[src/verilog/iepr_map.vh]
// Register map, field positions and reset values of the enable and priority registers
`ifndef IEPR_MAP_VH
`define IEPR_MAP_VH
// ----------------------------------------
// Word offsets (byte addresses)
// ----------------------------------------
`define IEPR_OFS_ENABLE 5'h00
`define IEPR_OFS_PRIO0 5'h04
`define IEPR_OFS_PRIO1 5'h08
`define IEPR_OFS_PRIO2 5'h0C
`define IEPR_OFS_PRIO3 5'h10
`define IEPR_ADDR_W 5
`define IEPR_A_ENABLE 5'h00
`define IEPR_A_PRIO0 5'h04
`define IEPR_A_PRIO1 5'h08
`define IEPR_A_PRIO2 5'h0C
`define IEPR_A_PRIO3 5'h10
// ----------------------------------------
// Writable bit masks
// ----------------------------------------
`define IEPR_MASK_ENABLE 16'h3FFE
`define IEPR_MASK_PRIO0 16'h7777
`define IEPR_MASK_PRIO1 16'h7770
`define IEPR_MASK_PRIO2 16'h7777
`define IEPR_MASK_PRIO3 16'h0077
// ----------------------------------------
// Reset values
// ----------------------------------------
`define IEPR_RST_ENABLE 16'h0000
`define IEPR_RST_PRIO0 16'h4444
`define IEPR_RST_PRIO1 16'h4440
`define IEPR_RST_PRIO2 16'h4444
`define IEPR_RST_PRIO3 16'h0044
// ----------------------------------------
// Enable bit positions
// ----------------------------------------
`define IEPR_BIT_CAPTURE9 13
`define IEPR_BIT_COMPARE9 12
`define IEPR_BIT_SPI_C_EVENT 11
`define IEPR_BIT_SPI_C_FAULT 10
`define IEPR_BIT_UART_D_TX 9
`define IEPR_BIT_UART_D_RX 8
`define IEPR_BIT_UART_D_ERR 7
`define IEPR_BIT_USB 6
`define IEPR_BIT_I2C_C_MASTER 5
`define IEPR_BIT_I2C_C_SLAVE 4
`define IEPR_BIT_UART_C_TX 3
`define IEPR_BIT_UART_C_RX 2
`define IEPR_BIT_UART_C_ERR 1
// ----------------------------------------
// Priority field low bit positions
// ----------------------------------------
`define IEPR_FLD_HI 12
`define IEPR_FLD_MH 8
`define IEPR_FLD_ML 4
`define IEPR_FLD_LO 0
`define IEPR_PRIO_OFF 3'h0
`endif

[src/verilog/iepr_gate.v]
// Request gate for one interrupt source
`timescale 1ns/1ns
`default_nettype none
module iepr_gate (
  input wire flag,
  input wire enable,
  input wire [2:0] prio,
  output wire req,
  output wire [2:0] req_prio
);
  // Zero priority kills the source whatever the enable says
  assign req = flag & enable & (prio != 3'h0);
  // Level follows the field code directly, 1 lowest to 7 highest
  assign req_prio = req ? prio : 3'h0;
endmodule
`default_nettype wire

[src/verilog/iepr_regs.v]
// Interrupt enable and priority registers with Avalon-MM slave and request gating
//
// Notes on behaviour
// - An enable bit of one passes its source's request and zero blocks it.
// - A priority field is the level itself, with all ones giving level seven, the highest.
// - Field code one gives level one, the lowest live level, and codes between map linearly.
// - A priority field of zero disables its source whatever the enable bit holds.
// - Unimplemented bits read as zero and ignore writes.
// - Reset clears every enable bit.
// - Reset loads every priority field with four.
// - Enable bits 13 to 1 cover capture 9, compare 9, SPI C event and fault, UART D tx rx err, USB, I2C C master and slave, UART C tx rx err; bits 15, 14 and 0 are empty.
// - Priority register zero holds timer A, compare A, capture A and external irq zero from top field down.
// - Priority register one holds timer B, compare B and capture B, its low four bits empty.
// - Priority register two holds UART A rx, SPI A event, SPI A fault and timer C from top field down.
// - Priority register three holds only ADC done in bits 6-4 and UART A tx in bits 2-0.
`timescale 1ns/1ns
`default_nettype none
`include "iepr_map.vh"
module iepr_regs #(
  parameter NUM_ENABLE = 13,
  parameter NUM_PRIO = 14
) (
  input wire clk,
  input wire reset_n,
  input wire [4:0] avs_address,
  input wire avs_read,
  input wire avs_write,
  input wire [31:0] avs_writedata,
  input wire [3:0] avs_byteenable,
  output reg [31:0] avs_readdata,
  output wire avs_waitrequest,
  output reg [1:0] avs_response,
  input wire [NUM_ENABLE-1:0] enable_src_flag,
  output wire [NUM_ENABLE-1:0] enable_src_req,
  output wire [NUM_ENABLE-1:0] enable_src_en,
  input wire [NUM_PRIO-1:0] prio_src_flag,
  output wire [NUM_PRIO-1:0] prio_src_req,
  output wire [3*NUM_PRIO-1:0] prio_src_level,
  output wire capture9_irq_en,
  output wire compare9_irq_en,
  output wire spi_c_event_irq_en,
  output wire spi_c_fault_irq_en,
  output wire uart_d_tx_irq_en,
  output wire uart_d_rx_irq_en,
  output wire uart_d_err_irq_en,
  output wire usb_irq_en,
  output wire i2c_c_master_irq_en,
  output wire i2c_c_slave_irq_en,
  output wire uart_c_tx_irq_en,
  output wire uart_c_rx_irq_en,
  output wire uart_c_err_irq_en,
  output wire [2:0] timer_a_prio,
  output wire [2:0] compare_a_prio,
  output wire [2:0] capture_a_prio,
  output wire [2:0] ext_irq_zero_prio,
  output wire [2:0] timer_b_prio,
  output wire [2:0] compare_b_prio,
  output wire [2:0] capture_b_prio,
  output wire [2:0] uart_a_rx_prio,
  output wire [2:0] spi_a_event_prio,
  output wire [2:0] spi_a_fault_prio,
  output wire [2:0] timer_c_prio,
  output wire [2:0] adc_done_prio,
  output wire [2:0] uart_a_tx_prio
);
  // ----------------------------------------
  // Bus state
  // ----------------------------------------
  // One wait cycle per access keeps read data registered
  localparam ST_IDLE = 2'b01;
  localparam ST_DONE = 2'b10;

  reg [1:0] state_reg;
  reg [1:0] state_next;
  reg [15:0] source_enable_five_reg;
  reg [15:0] source_priority_zero_reg;
  reg [15:0] source_priority_one_reg;
  reg [15:0] source_priority_two_reg;
  reg [15:0] source_priority_three_reg;
  reg [15:0] wr_mask;
  reg [15:0] rd_word;
  reg hit;
  wire req_any;
  wire [15:0] lane_mask;
  wire [15:0] wdata;

  assign req_any = avs_read | avs_write;
  assign lane_mask = {{8{avs_byteenable[1]}}, {8{avs_byteenable[0]}}};
  assign wdata = avs_writedata[15:0];
  // Request stalls in idle and is released in the done cycle
  assign avs_waitrequest = req_any & (state_reg != ST_DONE);

  always @* begin
    state_next = state_reg;
    case (state_reg)
      ST_IDLE: begin
        if (req_any) begin
          state_next = ST_DONE;
        end
      end
      ST_DONE: begin
        state_next = ST_IDLE;
      end
      default: begin
        state_next = ST_IDLE;
      end
    endcase
  end

  // ----------------------------------------
  // Address decode
  // ----------------------------------------
  always @* begin
    hit = 1'b1;
    wr_mask = 16'h0000;
    rd_word = 16'h0000;
    case (avs_address)
      `IEPR_A_ENABLE: begin
        wr_mask = `IEPR_MASK_ENABLE;
        rd_word = source_enable_five_reg;
      end
      `IEPR_A_PRIO0: begin
        wr_mask = `IEPR_MASK_PRIO0;
        rd_word = source_priority_zero_reg;
      end
      `IEPR_A_PRIO1: begin
        wr_mask = `IEPR_MASK_PRIO1;
        rd_word = source_priority_one_reg;
      end
      `IEPR_A_PRIO2: begin
        wr_mask = `IEPR_MASK_PRIO2;
        rd_word = source_priority_two_reg;
      end
      `IEPR_A_PRIO3: begin
        wr_mask = `IEPR_MASK_PRIO3;
        rd_word = source_priority_three_reg;
      end
      default: begin
        hit = 1'b0;
      end
    endcase
  end

  // ----------------------------------------
  // Registers
  // ----------------------------------------
  wire do_write;
  wire [15:0] wsel;
  // Write lands at the edge where the master sees waitrequest low, never earlier
  assign do_write = avs_write & (state_reg == ST_DONE);
  // Only implemented bits in enabled lanes take the write
  assign wsel = wr_mask & lane_mask;

  always @(posedge clk or negedge reset_n) begin
    if (!reset_n) begin
      state_reg <= ST_IDLE;
      avs_readdata <= 32'h0000_0000;
      avs_response <= 2'b00;
      source_enable_five_reg <= `IEPR_RST_ENABLE;
      source_priority_zero_reg <= `IEPR_RST_PRIO0;
      source_priority_one_reg <= `IEPR_RST_PRIO1;
      source_priority_two_reg <= `IEPR_RST_PRIO2;
      source_priority_three_reg <= `IEPR_RST_PRIO3;
    end else begin
      state_reg <= state_next;
      if (state_reg == ST_IDLE && req_any) begin
        avs_response <= hit ? 2'b00 : 2'b11;
        // Unimplemented positions stay zero because stored bits are masked
        avs_readdata <= avs_read ? {16'h0000, rd_word} : 32'h0000_0000;
      end
      if (do_write && avs_address == `IEPR_A_ENABLE) begin
        source_enable_five_reg <= (source_enable_five_reg & ~wsel) | (wdata & wsel);
      end
      if (do_write && avs_address == `IEPR_A_PRIO0) begin
        source_priority_zero_reg <= (source_priority_zero_reg & ~wsel) | (wdata & wsel);
      end
      if (do_write && avs_address == `IEPR_A_PRIO1) begin
        source_priority_one_reg <= (source_priority_one_reg & ~wsel) | (wdata & wsel);
      end
      if (do_write && avs_address == `IEPR_A_PRIO2) begin
        source_priority_two_reg <= (source_priority_two_reg & ~wsel) | (wdata & wsel);
      end
      if (do_write && avs_address == `IEPR_A_PRIO3) begin
        source_priority_three_reg <= (source_priority_three_reg & ~wsel) | (wdata & wsel);
      end
    end
  end

  // ----------------------------------------
  // Field outputs
  // ----------------------------------------
  wire [15:0] en;
  assign en = source_enable_five_reg;
  assign capture9_irq_en = en[`IEPR_BIT_CAPTURE9];
  assign compare9_irq_en = en[`IEPR_BIT_COMPARE9];
  assign spi_c_event_irq_en = en[`IEPR_BIT_SPI_C_EVENT];
  assign spi_c_fault_irq_en = en[`IEPR_BIT_SPI_C_FAULT];
  assign uart_d_tx_irq_en = en[`IEPR_BIT_UART_D_TX];
  assign uart_d_rx_irq_en = en[`IEPR_BIT_UART_D_RX];
  assign uart_d_err_irq_en = en[`IEPR_BIT_UART_D_ERR];
  assign usb_irq_en = en[`IEPR_BIT_USB];
  assign i2c_c_master_irq_en = en[`IEPR_BIT_I2C_C_MASTER];
  assign i2c_c_slave_irq_en = en[`IEPR_BIT_I2C_C_SLAVE];
  assign uart_c_tx_irq_en = en[`IEPR_BIT_UART_C_TX];
  assign uart_c_rx_irq_en = en[`IEPR_BIT_UART_C_RX];
  assign uart_c_err_irq_en = en[`IEPR_BIT_UART_C_ERR];
  // Enable vector index 0 is bit 1, upward to bit 13
  assign enable_src_en = en[NUM_ENABLE:1];
  // Their priorities sit in registers outside this slice, so only flag and enable gate here
  assign enable_src_req = enable_src_flag & enable_src_en;

  assign timer_a_prio = source_priority_zero_reg[`IEPR_FLD_HI+2:`IEPR_FLD_HI];
  assign compare_a_prio = source_priority_zero_reg[`IEPR_FLD_MH+2:`IEPR_FLD_MH];
  assign capture_a_prio = source_priority_zero_reg[`IEPR_FLD_ML+2:`IEPR_FLD_ML];
  assign ext_irq_zero_prio = source_priority_zero_reg[`IEPR_FLD_LO+2:`IEPR_FLD_LO];
  assign timer_b_prio = source_priority_one_reg[`IEPR_FLD_HI+2:`IEPR_FLD_HI];
  assign compare_b_prio = source_priority_one_reg[`IEPR_FLD_MH+2:`IEPR_FLD_MH];
  assign capture_b_prio = source_priority_one_reg[`IEPR_FLD_ML+2:`IEPR_FLD_ML];
  assign uart_a_rx_prio = source_priority_two_reg[`IEPR_FLD_HI+2:`IEPR_FLD_HI];
  assign spi_a_event_prio = source_priority_two_reg[`IEPR_FLD_MH+2:`IEPR_FLD_MH];
  assign spi_a_fault_prio = source_priority_two_reg[`IEPR_FLD_ML+2:`IEPR_FLD_ML];
  assign timer_c_prio = source_priority_two_reg[`IEPR_FLD_LO+2:`IEPR_FLD_LO];
  assign adc_done_prio = source_priority_three_reg[`IEPR_FLD_ML+2:`IEPR_FLD_ML];
  assign uart_a_tx_prio = source_priority_three_reg[`IEPR_FLD_LO+2:`IEPR_FLD_LO];

  // ----------------------------------------
  // Request gating per prioritised source
  // ----------------------------------------
  // Their enable bits live elsewhere; here the enable input is tied high
  wire [3*NUM_PRIO-1:0] prio_vec;
  assign prio_vec = {3'h0, uart_a_tx_prio, adc_done_prio, timer_c_prio, spi_a_fault_prio,
    spi_a_event_prio, uart_a_rx_prio, capture_b_prio, compare_b_prio, timer_b_prio,
    ext_irq_zero_prio, capture_a_prio, compare_a_prio, timer_a_prio};

  genvar g;
  generate
    for (g = 0; g < NUM_PRIO - 1; g = g + 1) begin : g_src
      iepr_gate u_gate (
        .flag(prio_src_flag[g]),
        .enable(1'b1),
        .prio(prio_vec[3*g+2:3*g]),
        .req(prio_src_req[g]),
        .req_prio(prio_src_level[3*g+2:3*g])
      );
    end
  endgenerate
  // Spare last slot stays idle
  assign prio_src_req[NUM_PRIO-1] = 1'b0;
  assign prio_src_level[3*NUM_PRIO-1:3*NUM_PRIO-3] = 3'h0;
endmodule
`default_nettype wire

[config.mk]
export PLATFORM = sky130hd
export DESIGN_NAME = iepr_regs
export DESIGN_NICKNAME = d
export VERILOG_FILES = /design/src/verilog/iepr_gate.v /design/src/verilog/iepr_regs.v
export VERILOG_INCLUDE_DIRS = /design/src /design/src/verilog
export SDC_FILE = /design/constraint.sdc
export NUM_CORES = 1
export LEC_CHECK = 0
export BUFFER_PORTS_ARGS = -buffer_cell sky130_fd_sc_hd__buf_2
export CORE_MARGIN = 10
export CORE_UTILIZATION = 50
export DETAILED_ROUTE_END_ITERATION = 10
export GPL_TIMING_DRIVEN = 0
export PLACE_DENSITY = 0.86
export SYNTH_ARGS = -nofsm -noshare
export SYNTH_HDL_FRONTEND = slang
export SYNTH_HIERARCHICAL = 1
export SYNTH_SLANG_ARGS = --single-unit
[constraint.sdc]
create_clock -name clk -period 4.3 [get_ports clk]
set_input_delay 0.645 -clock clk [delete_from_list [all_inputs] [get_ports clk]]
set_output_delay 0.645 -clock clk [all_outputs]
set_load 0.005 [all_outputs]
; Yosys cells after proc, flatten, opt, wreduce, memory -nomap -nowiden
; Index checks and enable logic that the tools add are counted.
[totals]
ram_bits = 0
latch_bits = 0
rom_bits = 0
in_bits = 72
reg_bits = 116
word_cells = 88
memories = 0
[op_classes]
n_shift = 0
div_mod_pow = 0
order_cmp = 0
eq_ne = 8
multipliers = 0
bitwise = 30
n_mux = 20
n_addsub = 0
reduce_logical = 22
[ops]
columns = cell, n
row1 = $and 16x16->16, 7
row2 = $or 16x16->16, 5
row3 = $pmux 16 s5, 1
row4 = $pmux 15 s4, 1
row5 = $mux 3, 13
row6 = $reduce_bool 3->1, 13
row7 = $mux 16, 1
row8 = $not 16->16, 1
row9 = $and 1x1->1, 15
row10 = $and 13x13->13, 1
row11 = $eq 5x4->1 const B, 2
row12 = $logic_and 1x1->1, 6
row13 = $mux 2, 3
row14 = $eq 5x3->1 const B, 1
row15 = $eq 5x5->1 const B, 1
row16 = $logic_not 5->1, 1
row17 = $reduce_or 5->1, 1
row18 = $ne 2x2->1 const B, 2
row19 = $eq 2x1->1 const B, 1
row20 = $eq 2x2->1 const B, 1
row21 = $reduce_or 2->1, 1
row22 = $mux 1, 1
row23 = $or 1x1->1, 1

; Depth between registers and ports, before layout
; Gate-level depths: netlist (run 1).
[depth]
word_depth = 7
depth_mapped = 6
depth_no_buf = 4

; Modules after synthesis
; The synthesis (run 1) kept the hierarchy.
[modules_own_cells]
columns = module, area_each_um2, seq_area_each_um2, cells_per_inst, n_inst
row1 = iepr_regs, 4620.7, 2344.7, 376, 1
row2 = iepr_gate, 30.0, 0.0, 4, 13

; Worst setup path before layout (run 1)
; Ideal clock, no wire load.
[synth_timing]
kind = input to register
from = input avs_address[4]
to = register (tool-made name)
path_slack_ns = 2.231
setup_ns = 0.125
required_ns = 4.175
stages = 4
t_arrival_ns = 1.944
path_cell_list = or4b_1 buf_6 nor3_4 mux2_2
[synth_lines]
columns = element, line_no
row1 = start: declaration, iepr_regs.v:25  ; input wire [4:0] avs_address,

; Final worst setup path (run 1)
[layout_timing]
from = input avs_read
to = output avs_waitrequest
[layout_between]
elab_chain_cells = 2
[layout_lines]
columns = element, line_no
row1 = start: declaration, iepr_regs.v:26  ; input wire avs_read,
row2 = $or 1x1->1, iepr_regs.v:87  ; assign req_any = avs_read | avs_write;
row3 = $and 1x1->1, iepr_regs.v:91  ; assign avs_waitrequest = req_any & (state_reg != ST_DONE);
row4 = end: declaration, iepr_regs.v:31  ; output wire avs_waitrequest,
; Every way passes these cells.

==> impl_metrics.toml, run 1 <==
[cells_and_area]
final_common_cell = "buf_2"
antennaDiodeCount = 0
area_growth_pct = 32.4
layout_common_cells = "205 x buf_2, 79 x dfrtp_1, 75 x buf_4, 73 x conb_1, 53 x mux2_2"
nFillCells = 771
seq_area_sq_mm = 0.00234
multi_input_area_sq_mm = 0.00221
fin_nets = 781
layout-drive-gt1-share_pct = 53.5
post-route-util_pct = 67.9
final_cell_area_sq_mm = 0.00664

[die]
dieWidth_um = 120
core_area_sq_mm = 0.00977
die_h_um = 120
pin_count = 241
fp-row-count = 36
start_util_pct = 51.3
dieArea_sq_mm = 0.0144

[pwr]
clkPwrFrac_pct = 28.1
intPower_w = 0.00135
peakVddDrop_mv = 0.152
swShare_pct = 28.9
p_per_area_mw_per_mm2 = 286
pwr-share-comb_pct = 19.9
p_leak_nw = 4.08
seqPwrFrac_pct = 52.0
power.switching_w = 0.000549

[place]
hpwl_um = 12400
port_buffers = 198
place_area_sq_mm = 0.00646
globalplace.congestion = 0.833

[yosys]
synthArstFlopShare_pct = 100
ys_seq_area_share_pct = 46.8
synth_area_per_cell_sq_um = 11.7
yosys-top-cells-area = "dfrtp_1 39%, mux2_2 12%, buf_4 11%, dfstp_2 7.3%, mux2i_1 6.0%"
netlist_instances = 428
yosysTopAreaCell = "dfrtp_1"
syn-cell-area_sq_mm = 0.00501
yosysUniqueCellTypes = 34
synth_flop_cell = "dfrtp_1"
synth.top_cell.area_share_pct = 39.5
synth_warnings = 6
synth_seq_cells = 93
synth-edff-count = 0

[timing]
fmax_mhz = 399
fin_crit_ns = 2.51
rsz0062_at_grt = "false"
maxSlewViolCount = 0
fin_setup_tns_ns = 0
max-slew-margin-rel_pct = 54.2
hold_viol = 0
timing.final.crit_share_pct = 58.3
tightest_slew_ns = 0.684
setup_viol = 0
skew_ns = 0.0113

[routing]
ant_nets = 0
viasPerCell = 4.96
drtIter0Drc = 200
wl_per_cell_um = 18.1
drc = 0
vias = 4205
dr.pass1.iters = 4
routed_wirelength_um = 15300

[clock_tree]
cts.repair.resized = 0
cts_root_buffer = "clkbuf_8"
htreeDepth = 3
cts_buffer_depth = 2
ctsHoldBuffers = 0
post_cts_buffers = 0
cts_tree = "yes"
clock-sinks = 93
cts_buffers = 9
clk_latency_ns = 0.36
path_clk_slew_ns = 0.09

[global_route]
grt_max_degree = 49
track_usage_pct = 20.6
grt_pass1_wl_um = 24100
antenna_found_initial = 0
grt_pass1_vias = 4551
grt-ovfl-total = 0

[critical_path]
crit_path_end_kind = "output pin"
path_class = "in -> out"
worst_ep_arrival_time_ns = 1.86
start_kind = "input port"
required_ns = 3.65
critPathMaxFanout = 10

[outcome]
outcome = "finished clean"

[run]
cap_violations = 0

[hold_path]
hold_class = "in -> async"
-- layer usage --
metal / track usage (%) / up-vias / wire length [um]
li1: - / 1963 / -
met5: 0 / - / 0
met1: 22.9 / 2028 / 5920
met4: 6.18 / 0 / 244
met2: 36.1 / 192 / 7600
met3: 7.59 / 22 / 1530
-- cells by family (layout without fill, tap and decap cells) --
family,Yosys count,count (layout),share of synthesized area [%]
buffers and inverters,114,329,14.4
DFF,93,93,46.8
muxes,83,83,17.9
and+or+nand+nor,77,77,11.0
AOI/OAI and AO/OA,59,59,9.76
other,2,73,0.150
-- cell usage after synthesis (13+ instances only) --
| master | number |
|---|---|
| dfrtp_1 | 79 |
| and2_1 | 13 |
| o21a_1 | 14 |
| and3_2 | 13 |
| mux2i_1 | 30 |
| clkbuf_1 | 28 |
| buf_4 | 74 |
| mux2_2 | 53 |
| dfstp_2 | 14 |
| a221o_1 | 15 |
| o311a_1 | 13 |
| and3_1 | 27 |
| o22ai_1 | 15 |
-- critical path, cell delays in order --
cell	delay [ns]
buf_2	0.12
nor2_1	0.41
clkbuf_1	0.44
a21oi_1	0.09
buf_2	0.16
-- power by group through the flow --
stage / Clock, W / Combinational (W) / Sequential, W
detailed placement: 0 / 0.000376 / 0.00100
global placement: 0 / 0.000363 / 0.000999
finish: 0.000533 / 0.000378 / 0.000988
CTS: 0.000544 / 0.000378 / 0.000988
floorplan: 0 / 0.000214 / 0.000984
global route: 0.000578 / 0.000416 / 0.000998
-- final timing paths --
kind / from / to / slack, ns / cells past startpoint
setup reg to reg: state_reg[0] / avs_readdata[5] / 2.38 / 6
min in group clk: flip-flop / flip-flop / 0.46 / 1
hold / removal: reset_n / async pin / 0.30 / 1
setup / recovery: avs_read / avs_waitrequest / 1.79 / 5
hold reg to reg: flip-flop / flip-flop / 0.46 / 1
max in group asynchronous: reset_n / async pin / 3.30 / 2
-- through the flow --
stage | total power (W) | hold WS [ns] | setup WS (ns) | instances
2_1_floorplan | 0.00120 | 0.349 | 2.23 | 499
3_3_place_gp | 0.00136 | 0.439 | 1.85 | 830
3_5_place_dp | 0.00138 | 0.447 | 1.82 | 831
4_1_cts | 0.00191 | 0.308 | 1.81 | 847
5_1_grt | 0.00199 | 0.329 | 1.71 | 847
6_report | 0.00190 | 0.296 | 1.79 | 847
-- layout make-up --
cell class	instances	share of cell area (%)
Timing Repair Buffer	199	15.3
Sequential cell	93	35.3
Multi-Input combinational cell	292	33.3
Tap cell	133	2.51
Clock inverter	4	0.339
Buffer	112	10.8
Clock buffer	12	2.34
Inverter	2	0.113
Note: power is estimated with default switching activity, not from simulation.
==> run 2, diff against run 1 <==
Settings changed: CORE_UTILIZATION 50 to 42, PLACE_DENSITY 0.86 to 0.77.
Clock period 4.3 ns to 2.05 ns, I/O delays scaled along.
==> run 2 against run 1 <==
  * Power grew 140%
  * Worst setup slack lost 1.7 ns
  * Largest power group unchanged
  * Via count shrank 2.0%
==> impl_metrics.toml, run 2 (synthesis results as in run 1) <==
[die]
start_util_pct = 43.3
pin_count = 241
die_h_um = 129
core_area_sq_mm = 0.0116
fp-row-count = 39
dieWidth_um = 129
dieArea_sq_mm = 0.0167

[clock_tree]
cts_tree = "yes"
ctsHoldBuffers = 1
cts_root_buffer = "clkbuf_16"
clk_latency_ns = 0.33
cts_buffer_depth = 2
path_clk_slew_ns = 0.06
htreeDepth = 3
post_cts_buffers = 0
cts.repair.resized = 0
clock-sinks = 93
cts_buffers = 9

[routing]
drtIter0Drc = 149
routed_wirelength_um = 15200
wl_per_cell_um = 17.7
dr.pass1.iters = 4
vias = 4123
viasPerCell = 4.81
ant_nets = 0
drc = 0

[cells_and_area]
final_cell_area_sq_mm = 0.00678
layout-drive-gt1-share_pct = 53.1
area_growth_pct = 35.4
fin_nets = 782
antennaDiodeCount = 0
nFillCells = 1010
final_common_cell = "buf_2"
layout_common_cells = "205 x buf_2, 79 x dfrtp_1, 75 x buf_4, 73 x conb_1, 53 x mux2_2"
instances_no_fill = 858

[critical_path]
r2r_end = "avs_readdata[5]"
rr_worst_depth = 6
path_class = "in -> out"
r2r_slack_ns = 0.19
crit_path_end_kind = "output pin"
required_ns = 1.74
worst_ep_arrival_time_ns = 1.63
start_kind = "input port"
timing.rr.start = "state_reg[1]"
critPathMaxFanout = 10

[timing]
timing.final.crit_share_pct = 94.4
fin_setup_tns_ns = 0
tightest_slew_ns = 0.699
setup_viol = 0
fin_crit_ns = 1.94
max-slew-margin-rel_pct = 53.2
hold_ws_ns = 0.202
fmax_mhz = 517
skew_ns = 0.00624
rsz0062_at_grt = "false"
hold_viol = 0
maxSlewViolCount = 0

[pwr]
p_leak_nw = 4.13
seqPwrFrac_pct = 45.8
swShare_pct = 26.7
pwr-share-comb_pct = 17.8
p_per_area_mw_per_mm2 = 667
power.switching_w = 0.00121
peakVddDrop_mv = 0.454
intPower_w = 0.00332
clkPwrFrac_pct = 36.5
total_power_w = 0.00453

[outcome]
outcome = "finished clean"

[hold_path]
hold_class = "in -> reg"
min_path_cells = 2
hp-start = "avs_writedata[3]"

[place]
dp.cells = 841
port_buffers = 198
hpwl_um = 12200
place_area_sq_mm = 0.00648
globalplace.congestion = 0.819

[global_route]
grt_pass1_wl_um = 23600
grt-ovfl-total = 0
antenna_found_initial = 0
grt_max_degree = 56
grt_pass1_vias = 4404
track_usage_pct = 17.7

[run]
cap_violations = 0
-- run 2: cell type report --
class | count | area [sq um] | share of cell area, %
clock inverter | 3 | 46.3 | 0.682
tap | 143 | 179 | 2.64
buffer | 112 | 716 | 10.5
multi-input combinational | 292 | 2210 | 32.6
sequential | 93 | 2340 | 34.6
timing repair buffer | 200 | 1030 | 15.2
inverter | 2 | 7.51 | 0.111
clock buffer | 13 | 250 | 3.69
-- run 2: worst max path at each step --
stage | startpoint | to | slack (ns) | cells past startpoint
after global placement | reset_n | async pin | -0.08 | 1
after detailed placement | avs_address[1] | flip-flop | -0.07 | 4
after global routing | avs_write | avs_waitrequest | 0.03 | 5
final | avs_write | avs_waitrequest | 0.11 | 5
after floorplan | avs_address[4] | flip-flop | 0.32 | 4
after CTS | avs_write | avs_waitrequest | 0.14 | 5
-- run 2: through the flow --
step | util, % | setup WS [ns]
after global placement | 55.8 | -0.0774
after global routing | 58.7 | 0.0294
after detailed placement | 56.0 | -0.0651
final | 58.7 | 0.115
after CTS | 58.7 | 0.138
after floorplan | - | 0.319
-- run 2: routing by layer --
metal | global-route usage, % | vias to the layer above | part of all wire (%)
li1 | - | 1971 | -
met5 | 0 | - | 0
met1 | 19.5 | 1973 | 39
met4 | 4.41 | 0 | 0.99
met3 | 7.38 | 9 | 11
met2 | 31.2 | 170 | 50
-- run 2: power by group through the flow --
| stage | Sequential, W | Combinational (W) | Clock [W] |
|---|---|---|---|
| after global routing | 0.00209 | 0.000889 | 0.00177 |
| after detailed placement | 0.00211 | 0.000801 | 0 |
| after CTS | 0.00207 | 0.000804 | 0.00168 |
| after global placement | 0.00210 | 0.000771 | 0 |
| final | 0.00207 | 0.000804 | 0.00165 |
| after floorplan | 0.00206 | 0.000449 | 0 |
-- run 2: critical path: stages --
cell	delay [ns]
buf_2	0.13
nor2_1	0.39
clkbuf_1	0.48
a21oi_1	0.14
buf_2	0.17
